===== config.mk =====
export PLATFORM = sky130hd
export DESIGN_NAME = high_side_switch_protection
export DESIGN_NICKNAME = d
export VERILOG_FILES = /design/src/core/hs_pkg.sv /design/src/core/high_side_switch_protection.sv /design/src/core/level_sync.sv
export SDC_FILE = /design/constraint.sdc
export NUM_CORES = 1
export LEC_CHECK = 0
export BUFFER_PORTS_ARGS = -buffer_cell sky130_fd_sc_hd__buf_2
export CAP_MARGIN = 20
export CELL_PAD_IN_SITES_DETAIL_PLACEMENT = 1
export CELL_PAD_IN_SITES_GLOBAL_PLACEMENT = 1
export CORE_MARGIN = 2
export CORE_UTILIZATION = 50
export DETAILED_ROUTE_END_ITERATION = 12
export GPL_ROUTABILITY_DRIVEN = 1
export PLACE_DENSITY = 0.94
export SKIP_LAST_GASP = 1
export SYNTH_ARGS = -nofsm -noshare
export SYNTH_HDL_FRONTEND = slang
export SYNTH_HIERARCHICAL = 1
export SYNTH_SLANG_ARGS = --single-unit

===== constraint.sdc =====
create_clock -name core_clk_i -period 2.36 [get_ports core_clk_i]
set_input_delay 0.236 -clock core_clk_i [delete_from_list [all_inputs] [get_ports core_clk_i]]
set_output_delay 0.236 -clock core_clk_i [all_outputs]
set_load 0.005 [all_outputs]

===== src/core/hs_pkg.sv =====
// constants and types for the high-side switch protection block
//
// How it works
// - each output follows its control field, a timer or a pwm generator
// - in stop or sleep the configuration holds and config writes are ignored; status clear writes still act
// - restart or fail-safe mode switches every output off
// - supply over-voltage cuts outputs unless disabled; they return on clear
// - supply under-voltage cuts outputs unless disabled; they return on clear
// - outputs resume their programmed state only with auto recovery set
// - without auto recovery a supply cut clears the control fields
// - supply faults set only the two supply status flags
// - over-current longer than the filter time switches the output off
// - over-current shutdown sets that output's over-current flag
// - over-current shutdown resets that output's field to off code 000
// - over-current flags stay set until software clears them
// - open load is checked only while on and sets the open-load flag
// - an open load leaves the output switched on
// - open-load flags stay set until software clears them
// - over-current filter time is 16 us on the internal clock
// - open load is reported after persisting 64 us
package hs_pkg;

  // ----------------------------------------------------------------
  // sizes
  // ----------------------------------------------------------------
  localparam int NUM_OUT = 4;
  localparam int ADDR_W  = 3;
  localparam int DATA_W  = 8;
  localparam int CFG_W   = 3;
  localparam int CNT_W   = 10;
  localparam int SYNC_W  = 10;

  // ----------------------------------------------------------------
  // register offsets
  // ----------------------------------------------------------------
  localparam logic [ADDR_W-1:0] ADDR_CTRL_A      = 3'h0;
  localparam logic [ADDR_W-1:0] ADDR_CTRL_B      = 3'h1;
  localparam logic [ADDR_W-1:0] ADDR_SUPPLY_CFG  = 3'h2;
  localparam logic [ADDR_W-1:0] ADDR_OC_STAT     = 3'h3;
  localparam logic [ADDR_W-1:0] ADDR_OL_STAT     = 3'h4;
  localparam logic [ADDR_W-1:0] ADDR_SUPPLY_STAT = 3'h5;

  // ----------------------------------------------------------------
  // field positions
  // ----------------------------------------------------------------
  localparam int CTRL_LO_POS      = 0;
  localparam int CTRL_HI_POS      = 4;
  localparam int SUP_OV_DIS_BIT   = 0;
  localparam int SUP_UV_DIS_BIT   = 1;
  localparam int SUP_RECOVER_BIT  = 2;
  localparam int STAT_OV_BIT      = 0;
  localparam int STAT_UV_BIT      = 1;
  localparam int STAT_OV_LIVE_BIT = 2;
  localparam int STAT_UV_LIVE_BIT = 3;
  localparam int STAT_DRIVE_POS   = 4;

  // ----------------------------------------------------------------
  // reset values
  // ----------------------------------------------------------------
  localparam logic [CFG_W-1:0]  CFG_RESET        = 3'h0;
  localparam logic [2:0]        SUPPLY_CFG_RESET = 3'h0;
  localparam logic [DATA_W-1:0] RD_DATA_RESET    = 8'h00;

  // ----------------------------------------------------------------
  // timing
  // ----------------------------------------------------------------
  localparam int CLK_FREQ_MHZ = 10;
  localparam int OC_FILTER_US = 16;
  localparam int OL_FILTER_US = 64;
  localparam logic [CNT_W-1:0] OC_FILTER_CYCLES =
    CNT_W'(OC_FILTER_US * CLK_FREQ_MHZ);
  localparam logic [CNT_W-1:0] OL_FILTER_CYCLES =
    CNT_W'(OL_FILTER_US * CLK_FREQ_MHZ);

  // ----------------------------------------------------------------
  // encodings
  // ----------------------------------------------------------------
  typedef enum logic [2:0] {
    CFG_OFF    = 3'b000,
    CFG_ON     = 3'b001,
    CFG_TIMER1 = 3'b010,
    CFG_TIMER2 = 3'b011,
    CFG_PWM1   = 3'b100,
    CFG_PWM2   = 3'b101
  } out_cfg_type;

  typedef enum logic [1:0] {
    MODE_NORMAL    = 2'b00,
    MODE_LOW_POWER = 2'b01,
    MODE_RESTART   = 2'b10,
    MODE_FAIL_SAFE = 2'b11
  } chip_mode_type;

endpackage : hs_pkg


===== src/core/high_side_switch_protection.sv =====
// control and protection logic for four high-side switches
`timescale 1ns/10ps
`default_nettype none
module high_side_switch_protection
  import hs_pkg::*;
#(
  parameter logic [CNT_W-1:0] OC_FILTER = OC_FILTER_CYCLES,
  parameter logic [CNT_W-1:0] OL_FILTER = OL_FILTER_CYCLES
) (
  // clock and reset
  input  wire logic                core_clk_i,
  input  wire logic                sys_rst_i,
  // register port
  input  wire logic [ADDR_W-1:0]   addr_i,
  input  wire logic [DATA_W-1:0]   wr_data_i,
  input  wire logic                wr_en_i,
  input  wire logic                rd_en_i,
  output logic      [DATA_W-1:0]   rd_data_o,
  // chip mode and internal sources
  input  wire chip_mode_type       chip_mode_i,
  input  wire logic [1:0]          timer_i,
  input  wire logic [1:0]          pwm_i,
  // analog comparators
  input  wire logic                supply_over_i,
  input  wire logic                supply_under_i,
  input  wire logic [NUM_OUT-1:0]  overcurrent_i,
  input  wire logic [NUM_OUT-1:0]  open_load_i,
  // switch drives
  output logic      [NUM_OUT-1:0]  high_side_output_o
);

  // ----------------------------------------------------------------
  // state
  // ----------------------------------------------------------------
  typedef struct packed {
    logic [NUM_OUT-1:0][CFG_W-1:0] cfg;
    logic [2:0]                    supply_cfg;
    logic [NUM_OUT-1:0]            oc_flag;
    logic [NUM_OUT-1:0]            ol_flag;
    logic                          over_flag;
    logic                          under_flag;
    logic [NUM_OUT-1:0][CNT_W-1:0] oc_cnt;
    logic [NUM_OUT-1:0][CNT_W-1:0] ol_cnt;
    logic [NUM_OUT-1:0]            drive;
    logic                          kill_prev;
    logic [DATA_W-1:0]             rd_data;
  } hs_state_type;

  hs_state_type st_reg;
  hs_state_type st_next;

  // ----------------------------------------------------------------
  // helpers
  // ----------------------------------------------------------------
  function automatic logic mode_kills(input chip_mode_type m);
    case (m)
      MODE_RESTART:   mode_kills = 1'b1;
      MODE_FAIL_SAFE: mode_kills = 1'b1;
      default:        mode_kills = 1'b0;
    endcase
  endfunction : mode_kills

  function automatic logic source_level(input logic [CFG_W-1:0] c,
                                        input logic [1:0]       tmr,
                                        input logic [1:0]       pwm);
    case (c)
      CFG_ON:     source_level = 1'b1;
      CFG_TIMER1: source_level = tmr[0];
      CFG_TIMER2: source_level = tmr[1];
      CFG_PWM1:   source_level = pwm[0];
      CFG_PWM2:   source_level = pwm[1];
      default:    source_level = 1'b0;
    endcase
  endfunction : source_level

  // ----------------------------------------------------------------
  // comparator synchronisation
  // ----------------------------------------------------------------
  logic [SYNC_W-1:0]  sync_q;
  logic               over_s;
  logic               under_s;
  logic [NUM_OUT-1:0] oc_s;
  logic [NUM_OUT-1:0] ol_s;
  logic               kill;
  logic               low_power;
  logic               cutoff;
  logic               no_recover;
  logic               wr_ok;
  logic [NUM_OUT-1:0] oc_clr;
  logic [NUM_OUT-1:0] ol_clr;
  logic               sup_clr_ov;
  logic               sup_clr_uv;

  level_sync #(
    .WIDTH(SYNC_W)
  ) u_sync (
    .core_clk_i(core_clk_i),
    .sys_rst_i (sys_rst_i),
    .async_i   ({open_load_i, overcurrent_i, supply_under_i,
                 supply_over_i}),
    .sync_o    (sync_q)
  );

  assign over_s  = sync_q[0];
  assign under_s = sync_q[1];
  assign oc_s    = sync_q[5:2];
  assign ol_s    = sync_q[9:6];

  assign kill      = mode_kills(chip_mode_i);
  assign low_power = (chip_mode_i == MODE_LOW_POWER);
  assign cutoff    =
    (over_s & ~st_reg.supply_cfg[SUP_OV_DIS_BIT]) |
    (under_s & ~st_reg.supply_cfg[SUP_UV_DIS_BIT]);
  assign no_recover = ~st_reg.supply_cfg[SUP_RECOVER_BIT];
  assign wr_ok      = wr_en_i & ~low_power;

  // ----------------------------------------------------------------
  // status clears
  // ----------------------------------------------------------------
  always_comb begin
    oc_clr     = '0;
    ol_clr     = '0;
    sup_clr_ov = 1'b0;
    sup_clr_uv = 1'b0;
    if (wr_en_i) begin
      case (addr_i)
        ADDR_OC_STAT: oc_clr = wr_data_i[NUM_OUT-1:0];
        ADDR_OL_STAT: ol_clr = wr_data_i[NUM_OUT-1:0];
        ADDR_SUPPLY_STAT: begin
          sup_clr_ov = wr_data_i[STAT_OV_BIT];
          sup_clr_uv = wr_data_i[STAT_UV_BIT];
        end
        default: begin
          oc_clr = '0;
        end
      endcase
    end
  end

  // ----------------------------------------------------------------
  // next state
  // ----------------------------------------------------------------
  always_comb begin
    st_next = st_reg;
    // configuration writes, normal and kill modes only
    if (wr_ok) begin
      case (addr_i)
        ADDR_CTRL_A: begin
          st_next.cfg[0] = wr_data_i[CTRL_LO_POS +: CFG_W];
          st_next.cfg[1] = wr_data_i[CTRL_HI_POS +: CFG_W];
        end
        ADDR_CTRL_B: begin
          st_next.cfg[2] = wr_data_i[CTRL_LO_POS +: CFG_W];
          st_next.cfg[3] = wr_data_i[CTRL_HI_POS +: CFG_W];
        end
        ADDR_SUPPLY_CFG: begin
          st_next.supply_cfg = wr_data_i[2:0];
        end
        default: begin
          st_next.supply_cfg = st_reg.supply_cfg;
        end
      endcase
    end
    // entry into restart or fail-safe drops all control fields, supply config kept
    st_next.kill_prev = kill;
    if (kill && !st_reg.kill_prev) begin
      st_next.cfg = '0;
    end
    // supply cut without recovery clears control fields
    if (cutoff && no_recover) begin
      st_next.cfg = '0;
    end
    // supply flags, set wins over clear
    st_next.over_flag  = over_s | (st_reg.over_flag & ~sup_clr_ov);
    st_next.under_flag = under_s | (st_reg.under_flag & ~sup_clr_uv);
    // per-output protection
    for (int i = 0; i < NUM_OUT; i++) begin
      // over-current filter
      if (oc_s[i] && st_reg.drive[i]) begin
        if (st_reg.oc_cnt[i] != '1) begin
          st_next.oc_cnt[i] = st_reg.oc_cnt[i] + 10'h001;
        end
      end else begin
        st_next.oc_cnt[i] = '0;
      end
      // open-load filter, only while on
      if (ol_s[i] && st_reg.drive[i]) begin
        if (st_reg.ol_cnt[i] != '1) begin
          st_next.ol_cnt[i] = st_reg.ol_cnt[i] + 10'h001;
        end
      end else begin
        st_next.ol_cnt[i] = '0;
      end
      st_next.oc_flag[i] = st_reg.oc_flag[i] & ~oc_clr[i];
      st_next.ol_flag[i] = st_reg.ol_flag[i] & ~ol_clr[i];
      if (oc_s[i] && st_reg.drive[i] && st_reg.oc_cnt[i] >= OC_FILTER) begin
        st_next.oc_flag[i] = 1'b1;
        st_next.cfg[i]     = CFG_OFF;
        st_next.oc_cnt[i]  = '0;
        st_next.drive[i]   = 1'b0;
      end else begin
        st_next.drive[i] = source_level(st_reg.cfg[i], timer_i, pwm_i) &
                           ~kill & ~cutoff;
      end
      if (ol_s[i] && st_reg.drive[i] && st_reg.ol_cnt[i] >= OL_FILTER) begin
        st_next.ol_flag[i] = 1'b1;
      end
    end
    // register read, answer one cycle later
    st_next.rd_data = RD_DATA_RESET;
    if (rd_en_i) begin
      case (addr_i)
        ADDR_CTRL_A:
          st_next.rd_data = {1'b0, st_reg.cfg[1], 1'b0, st_reg.cfg[0]};
        ADDR_CTRL_B:
          st_next.rd_data = {1'b0, st_reg.cfg[3], 1'b0, st_reg.cfg[2]};
        ADDR_SUPPLY_CFG:
          st_next.rd_data = {5'h00, st_reg.supply_cfg};
        ADDR_OC_STAT:
          st_next.rd_data = {4'h0, st_reg.oc_flag};
        ADDR_OL_STAT:
          st_next.rd_data = {4'h0, st_reg.ol_flag};
        ADDR_SUPPLY_STAT:
          st_next.rd_data = {st_reg.drive, under_s, over_s,
                             st_reg.under_flag, st_reg.over_flag};
        default:
          st_next.rd_data = RD_DATA_RESET;
      endcase
    end
  end

  // ----------------------------------------------------------------
  // state register
  // ----------------------------------------------------------------
  always_ff @(posedge core_clk_i) begin
    if (sys_rst_i) begin
      st_reg            <= '0;
      st_reg.cfg        <= {NUM_OUT{CFG_RESET}};
      st_reg.supply_cfg <= SUPPLY_CFG_RESET;
      st_reg.rd_data    <= RD_DATA_RESET;
    end else begin
      st_reg <= st_next;
    end
  end

  assign rd_data_o          = st_reg.rd_data;
  assign high_side_output_o = st_reg.drive;

  generate
    for (genvar g = 0; g < NUM_OUT; g++) begin : g_chk

    end
  endgenerate
endmodule : high_side_switch_protection
`default_nettype wire


===== src/core/level_sync.sv =====
// two-stage synchroniser for asynchronous levels
`timescale 1ns/10ps
`default_nettype none
module level_sync #(
  parameter int WIDTH = 1
) (
  // clock and reset
  input  wire logic             core_clk_i,
  input  wire logic             sys_rst_i,
  // levels
  input  wire logic [WIDTH-1:0] async_i,
  output logic      [WIDTH-1:0] sync_o
);

  typedef struct packed {
    logic [WIDTH-1:0] stage1;
    logic [WIDTH-1:0] stage2;
  } sync_state_type;

  sync_state_type st_reg;
  sync_state_type st_next;

  always_comb begin
    st_next.stage1 = async_i;
    st_next.stage2 = st_reg.stage1;
  end

  always_ff @(posedge core_clk_i) begin
    if (sys_rst_i) begin
      st_reg <= '0;
    end else begin
      st_reg <= st_next;
    end
  end

  assign sync_o = st_reg.stage2;

endmodule : level_sync
`default_nettype wire


## Word-level counts from Yosys, hierarchy flattened

Cells that the tools add are included.

| word-level totals | value |
|---|---|
| register bits after elaboration | 138 |
| latch bits | 0 |
| RAM bits | 0 |
| bits in read-only memories | 0 |
| bits of input ports | 31 |
| output and inout port bits | 12 |
| memories | 0 |

| cells by class | value |
|---|---|
| $add $sub $neg | 8 |
| $mul | 0 |
| div/mod/pow operators | 0 |
| order comparisons | 8 |
| equal/unequal tests | 36 |
| shifts and indexed selects | 0 |
| mux-type cells | 26 |
| bitwise operators | 49 |
| reduce and logical (&&, ||, !) cells | 41 |

Operator list:

| kind | count |
|---|---|
| adder 10 x 1 -> 10 bit, second input constant | 8 |
| inequality test 10 bit, second input constant | 8 |
| case mux 8 bit (6 select lines) | 1 |
| greater-or-equal comparator 10 bit, second input constant | 4 |
| greater-or-equal comparator 10 x 8 -> 1 bit, second input constant | 4 |
| == test 3 x 2 -> 1 bit, second input constant | 10 |
| == test 3 bit, second input constant | 10 |
| NOT 1 bit | 25 |
| AND 1 bit | 21 |
| case mux 1 bit (5 select lines) | 4 |
| OR reduction 2 bit | 10 |
| logical AND 1 bit | 18 |
| two-way mux 1 bit | 17 |
| two-way mux 4 bit | 4 |
| OR reduction 4 bit | 4 |
| == test 3 x 1 -> 1 bit, second input constant | 5 |
| OR reduction 3 bit | 4 |
| AND reduction 2 bit | 3 |
| == test 2 bit, second input constant | 2 |
| zero test 3 bit | 1 |
| bitwise OR 1 bit | 3 |
| == test 2 x 1 -> 1 bit, second input constant | 1 |
| zero test 1 bit | 1 |

## Longest topological paths before layout

Gate-level depths: netlist of the first run.

| depth | value |
|---|---|
| word-level depth | 6 |
| depth in mapped cells | 6 |

## Hierarchy

Netlist of the first run, hierarchy kept.

By module, submodules not included:

| module | instances | cells each | area an instance (um^2) | sequential area each (um^2) |
|---|---|---|---|---|
| high_side_switch_protection | 1 | 620 | 5556.6 | 2362.3 |
| level_sync | 1 | 42 | 618.1 | 400.4 |

## Least setup slack after synthesis of the first run

OpenSTA, ideal clock, no wires.

| timing path | value |
|---|---|
| kind | flip-flop to flip-flop |
| start | register st_reg[23] (netlist name) |
| end | register st_reg[28] (netlist name) |
| library setup time | 74 ps |
| arrival | 1529 ps |
| required time | 2286 ps |
| path slack | 756 ps |
| stages on the path, launching flop included | 7 |
| path buffers | 1 |
| clock period less this slack | 1604 ps |
| cell sequence | dfxtp_1 ha_1 nand3_1 or3_1 buf_6 a31o_1 a21oi_1 |

| on the way | value |
|---|---|
| longest elaborated chain between the ends | 1 |
| elaborated cells on any way between the ends | 2 |
| classes of those cells | add/sub (1); eq/ne (1) |

RTL lines:

| what | line | text |
|---|---|---|
| start, declared | high_side_switch_protection.sv:49 | `hs_state_type st_reg;` |
| start signal, assigned | high_side_switch_protection.sv:242 | `st_reg <= st_next;` |
| adder 10 x 1 -> 10 bit / inequality test 10 bit (equally long branches) | high_side_switch_protection.sv:189, high_side_switch_protection.sv:188 |  |

Several ways; a longest one is shown, not always the timed one.
A chain may end at the register's enable or synchronous reset.

## Worst setup path after layout of the first run

| timing path | value |
|---|---|
| start | register st_reg[58] (netlist name) |
| end | register st_reg[108] (netlist name) |

| on the way | value |
|---|---|
| longest elaborated chain between the ends | 3 |

RTL lines:

| what | line | text |
|---|---|---|
| greater-or-equal comparator 10 x 8 -> 1 bit | high_side_switch_protection.sv:196 | `if (oc_s[i] && st_reg.drive[i] && st_reg.oc_cnt[i] >= OC_FILTER) begin` |
| logical AND 1 bit | high_side_switch_protection.sv:196 |  |
| OR reduction 4 bit (no line) | -- |  |

No other way between the ends.

==> results.cfg, run 1 <==
[outcome]
outcome = finished clean

[cells_and_area]
finalNonFillerCells = 865
fill_cells = 1392
largest_reg_flops = 106
area_growth_syn_to_layout_pct = 14.6
drive_gt1_frac = 0.149
final_nets = 751

[drt]
first_pass_iters = 5
drt_iter0_drc = 394
ant_nets = 0
vias = 5246
drc = 0
routed_via_density = 6.06
drt-total-wl_um = 17900
routedWlPerCell_um = 20.6

[synthesis]
ys_seq_area_frac = 0.447
async_reset_ff_frac = 0
synth.distinct_cells = 56
netlist_instances = 662
synthTopCellsByArea = dfxtp_1, mux2i_1, nor2_1
yosysMostFrequentCell = dfxtp_1
synth-seq-cells = 138
syn-cell-area_sq_mm = 0.00617
yosysWarningCount = 6
yosys.area.top_type_share = 0.447
synth_top_cell_by_area = dfxtp_1
avgSynthCellArea_sq_um = 9.33
synth_edf_count = 0
synthFlopType = dfxtp_1
synth_commonest_cells = dfxtp_1, nor2_1, a21oi_1

[critical_path]
cpPeakStageDelay_ps = 810
path_cells = o21a_1, o311ai_0, nand3_1, nor2_1
crit_type = flop to flop
cp-end-kind = flop
start_kind = flop
worstPathMaxFanout = 7
crit_path_top_delay_cell = o311ai_0
worstPathArrival_ps = 2340
crit_required_ps = 2720

[sta]
hold_viol = 0
slew_headroom = 0.323
final-setup-viol-count = 0
post-route-worst-setup-slack_ps = 377
finalClockSkew_ps = 10.1
fin_crit_sh = 0.840
slew_violations = 0
timing.hold.ws_ps = 12.2
finalCriticalPeriod_ps = 1980
rsz0062_at_grt = no
finalSetupTns_ps = 0
tightest_slew_ps = 1000
clock.fmax_mhz = 504

[floorplanning]
die_x_um = 115
start_util = 0.514
core-area_sq_mm = 0.0120
rows = 40
ios = 43
die_h_um = 115
fp.dieArea_sq_mm = 0.0133

[flow_run]
maxCapViolCount = 0

[clock_network]
post_cts_buffers = 0
tritoncts = yes
cts_resized = 0
numCtsBuffers = 17
clock-root-buffer = clkbuf_16
postCtsHoldBufs = 0
clk_pin_slew_ps = 60
clk_latency_ps = 430
clock-sinks = 138
clock_path_buffers = 2
h-tree-depth = 4

[grt]
grt_pass1_wl_um = 29000
grt_use_total = 0.283
grt_pass1_vias = 5640
antenna_found_initial = 1
overflow = 0
grt_max_degree = 19

[min_path]
hp-class = primary input to flop

[placed_design]
gp_congestion = 0.889
dp.cells = 832
post-place-ws_ps = 520
port_buffers = 41
dp_hpwl_um = 11400

[pwr]
ir_worst_vdd_v = 0.000595
power.density_mw_per_mm2 = 772
p_leak_nw = 2.68
metrics by stage:
step | total power, W | util | instance area, sq um
floorplan | 0.00251 | - | 6200
finish | 0.00546 | 0.589 | 7080
global route | 0.00559 | 0.589 | 7080
CTS | 0.00548 | 0.589 | 7070
global placement | 0.00256 | 0.535 | 6430
detailed placement | 0.00258 | 0.535 | 6430
worst max-delay path, delay by kind of cell, from the launching register on:
| family | cells | cell delay, ps |
|---|---|---|
| compound gates | 2 | 1030 |
| flops | 1 | 370 |
| simple gates | 2 | 510 |
power by group:
part           switching, W  internal, W  total, W
registers         0.0000216      0.00236   0.00238
logic             0.0000947    0.0000611  0.000156
clock network       0.00105      0.00188   0.00293
total               0.00117      0.00430   0.00546
area by class of cell:
cell class / count / area (sq um) / area share
repair buffers: 44 / 228 / 0.0322
multi-input cells: 472 / 3140 / 0.443
flip-flops and latches: 138 / 2760 / 0.390
clock inverters: 11 / 166 / 0.0235
well taps: 147 / 184 / 0.0260
diodes: 1 / 2.50 / 0.000354
inverters: 31 / 116 / 0.0164
clock buffers: 21 / 480 / 0.0679
per-layer routing:
layer | routed length, um | track usage | vias to the layer above | part of all wire
li1 | - | - | 2420 | -
met1 | 6990 | 0.312 | 2600 | 0.39
met2 | 9390 | 0.515 | 170 | 0.53
met3 | 866 | 0.0754 | 56 | 0.048
met4 | 612 | 0.120 | 0 | 0.034
met5 | 0 | 0 | - | 0
worst paths after layout:
path                     startpoint           endpoint  slack [ps]  cells past startpoint
setup / recovery         st_reg[58]        st_reg[108]         380                      4
hold / removal     overcurrent_i[0]  u_sync/st_next[2]          10                      2
setup reg to reg         st_reg[58]        st_reg[108]         380                      4
hold reg to reg   u_sync/st_next[6]   u_sync/sync_o[6]         450                      1
kinds of logic after synthesis:
logic type      count (synthesis)  synth area share
fa+ha+maj                      16            0.0324
flops                         138             0.447
mux                            42            0.0725
xor+xnor                       35            0.0496
compound gates                116             0.119
simple gates                  255             0.229
other cells                     1          0.000607
buf+inv                        59            0.0490
layout by cell type (no fill, tap or decap), types with 16 or more instances in the layout:
cell type,Yosys,layout
ha_1,16,16
dfxtp_1,138,138
clkbuf_16,0,17
nor2b_2,17,17
inv_1,31,31
xnor2_1,24,24
mux2i_1,38,38
nand2_1,27,27
buf_2,2,41
a21oi_1,39,39
nand3_1,32,32
nor2_1,83,83
o21ai_0,17,17
a31oi_1,21,21
No activity file was read; power rests on OpenSTA's default activity.
==> inputs of run 2 (changes only) <==
- CORE_UTILIZATION: 50 -> 42
- PLACE_DENSITY: 0.94 -> 0.85
- clock period: 2.36 -> 1.8 ns (I/O delays scaled with it)
==> run 2 against run 1 <==
Net effect: critical path depth is the same; design area rose by 2.8%; hold slack improved by 1.1 ps; highest routed layer unchanged; combinational power up 43%; critical path type unchanged; sequential power up 31%; critical endpoint is now st_reg[78].
==> results.cfg, run 2 (same netlist as run 1, synthesis figures left out) <==
[cells_and_area]
largest_reg_flops = 106
fill_cells = 1657
regArea_sq_mm = 0.00276
layout_common_cells = dfxtp_1, nor2_1, buf_2
antenna_cells = 0
multiInputGateArea_sq_mm = 0.00315
finish.utilization = 0.504
finalNonFillerCells = 926
drive_gt1_frac = 0.163
area_growth_syn_to_layout_pct = 17.8
final_nets = 777
layout_commonest_cell = dfxtp_1

[grt]
grt_pass1_vias = 5323
grt_pass1_wl_um = 26300
grt_max_degree = 17
grt_use_total = 0.207
overflow = 0
antenna_found_initial = 0

[clock_network]
numCtsBuffers = 17
clk_latency_ps = 430
clock-root-buffer = clkbuf_16
h-tree-depth = 4
tritoncts = yes
clk_pin_slew_ps = 60
clock_path_buffers = 2
clock-sinks = 138

[min_path]
hold_depth = 3
hp-class = primary input to flop
hold_path.startpoint = wr_data_i[6]

[placed_design]
gp_congestion = 0.881
dp.cells = 883
dp_hpwl_um = 11200
port_buffers = 41

[critical_path]
cp-end-kind = flop
worstPathMaxFanout = 9
start_kind = flop
crit_start = st_reg[78]
rr_worst_depth = 4
crit_type = flop to flop
r2r_start = st_reg[78]
worstPathArrival_ps = 2040
crit_required_ps = 2180

[pwr]
cell_internal_pwr_w = 0.00519
p_leak_nw = 2.75
clkPwrFrac = 0.499
ir_worst_vdd_v = 0.000608
p_comb_frac = 0.033
power.density_mw_per_mm2 = 918
seqPwrFrac = 0.467
swShare = 0.222
p_switching_w = 0.00148
power_w = 0.00668

[sta]
timing.hold.ws_ps = 13.3
rsz0062_at_grt = no
slew_violations = 0
finalSetupTns_ps = 0
finalClockSkew_ps = 8.38
hold_viol = 0
clock.fmax_mhz = 602
final-setup-viol-count = 0
finalCriticalPeriod_ps = 1660
fin_crit_sh = 0.923

[drt]
vias = 5073
drc = 0
routedWlPerCell_um = 16.9
drt-total-wl_um = 15700
ant_nets = 0
routed_via_density = 5.48
drt_iter0_drc = 266
first_pass_iters = 4

[floorplanning]
start_util = 0.428
rows = 44
die_h_um = 125
ios = 43
core-area_sq_mm = 0.0144
fp.dieArea_sq_mm = 0.0157
die_x_um = 125

[outcome]
outcome = finished clean

[flow_run]
maxCapViolCount = 0
run 2: changes by cell type in the layout (fill, tap and decap cells not counted), sizes merged:
cell / change
buf: +14
dlygate4sd3: +12
bufinv: -3
clkinvlp: +2
diode: -1
run 2: timing repair:
action | CTS | global route
resized for setup | 0 | 2
hold buffers | 12 | 0
hold endpoints to repair | 12 | 0
buffers inserted | 0 | 0
setup endpoints to repair | 0 | 2
run 2: cell type report:
| class | count | share of cell area |
|---|---|---|
| Clock buffer | 21 | 0.0647 |
| Tap cell | 184 | 0.0317 |
| Sequential cell | 138 | 0.380 |
| Timing Repair Buffer | 70 | 0.0623 |
| Clock inverter | 10 | 0.0131 |
| Multi-Input combinational cell | 472 | 0.432 |
| Inverter | 31 | 0.0160 |
run 2: metal layers:
| metal | global-route usage | part of all wire | vias up |
|---|---|---|---|
| met2 | 0.371 | 0.52 | 102 |
| met3 | 0.0411 | 0.031 | 22 |
| met4 | 0.0843 | 0.020 | 0 |
| met5 | 0 | 0 | - |
| met1 | 0.242 | 0.43 | 2494 |
| li1 | - | - | 2455 |
run 2: worst max-delay path, stage by stage (launching register included):
cell      delay, ps
dfxtp_1         340
o21a_1          200
or4_1           660
a211oi_2        260
a31o_2          140
run 2: per-stage QoR:
stage / area (sq um) / setup slack, ps
floorplan: 6200 / 196
global placement: 6580 / 178
detailed placement: 6580 / 97.8
CTS: 7260 / 84.9
global route: 7270 / 45.3
finish: 7270 / 139
run 2: power groups by stage:
stage / registers, W / logic [W] / clock network [W]
finish: 0.00312 / 0.000223 / 0.00333
detailed placement: 0.00318 / 0.000199 / 0
global route: 0.00312 / 0.000241 / 0.00353
global placement: 0.00318 / 0.000191 / 0
floorplan: 0.00317 / 0.000118 / 0
CTS: 0.00312 / 0.000221 / 0.00339
run 2: final timing paths:
| kind | to | slack (ps) |
|---|---|---|
| setup / recovery | st_reg[78] | 140 |
| hold / removal | st_reg[117] | 10 |
| setup reg to reg | st_reg[78] | 140 |
| hold reg to reg | u_sync/sync_o[0] | 440 |
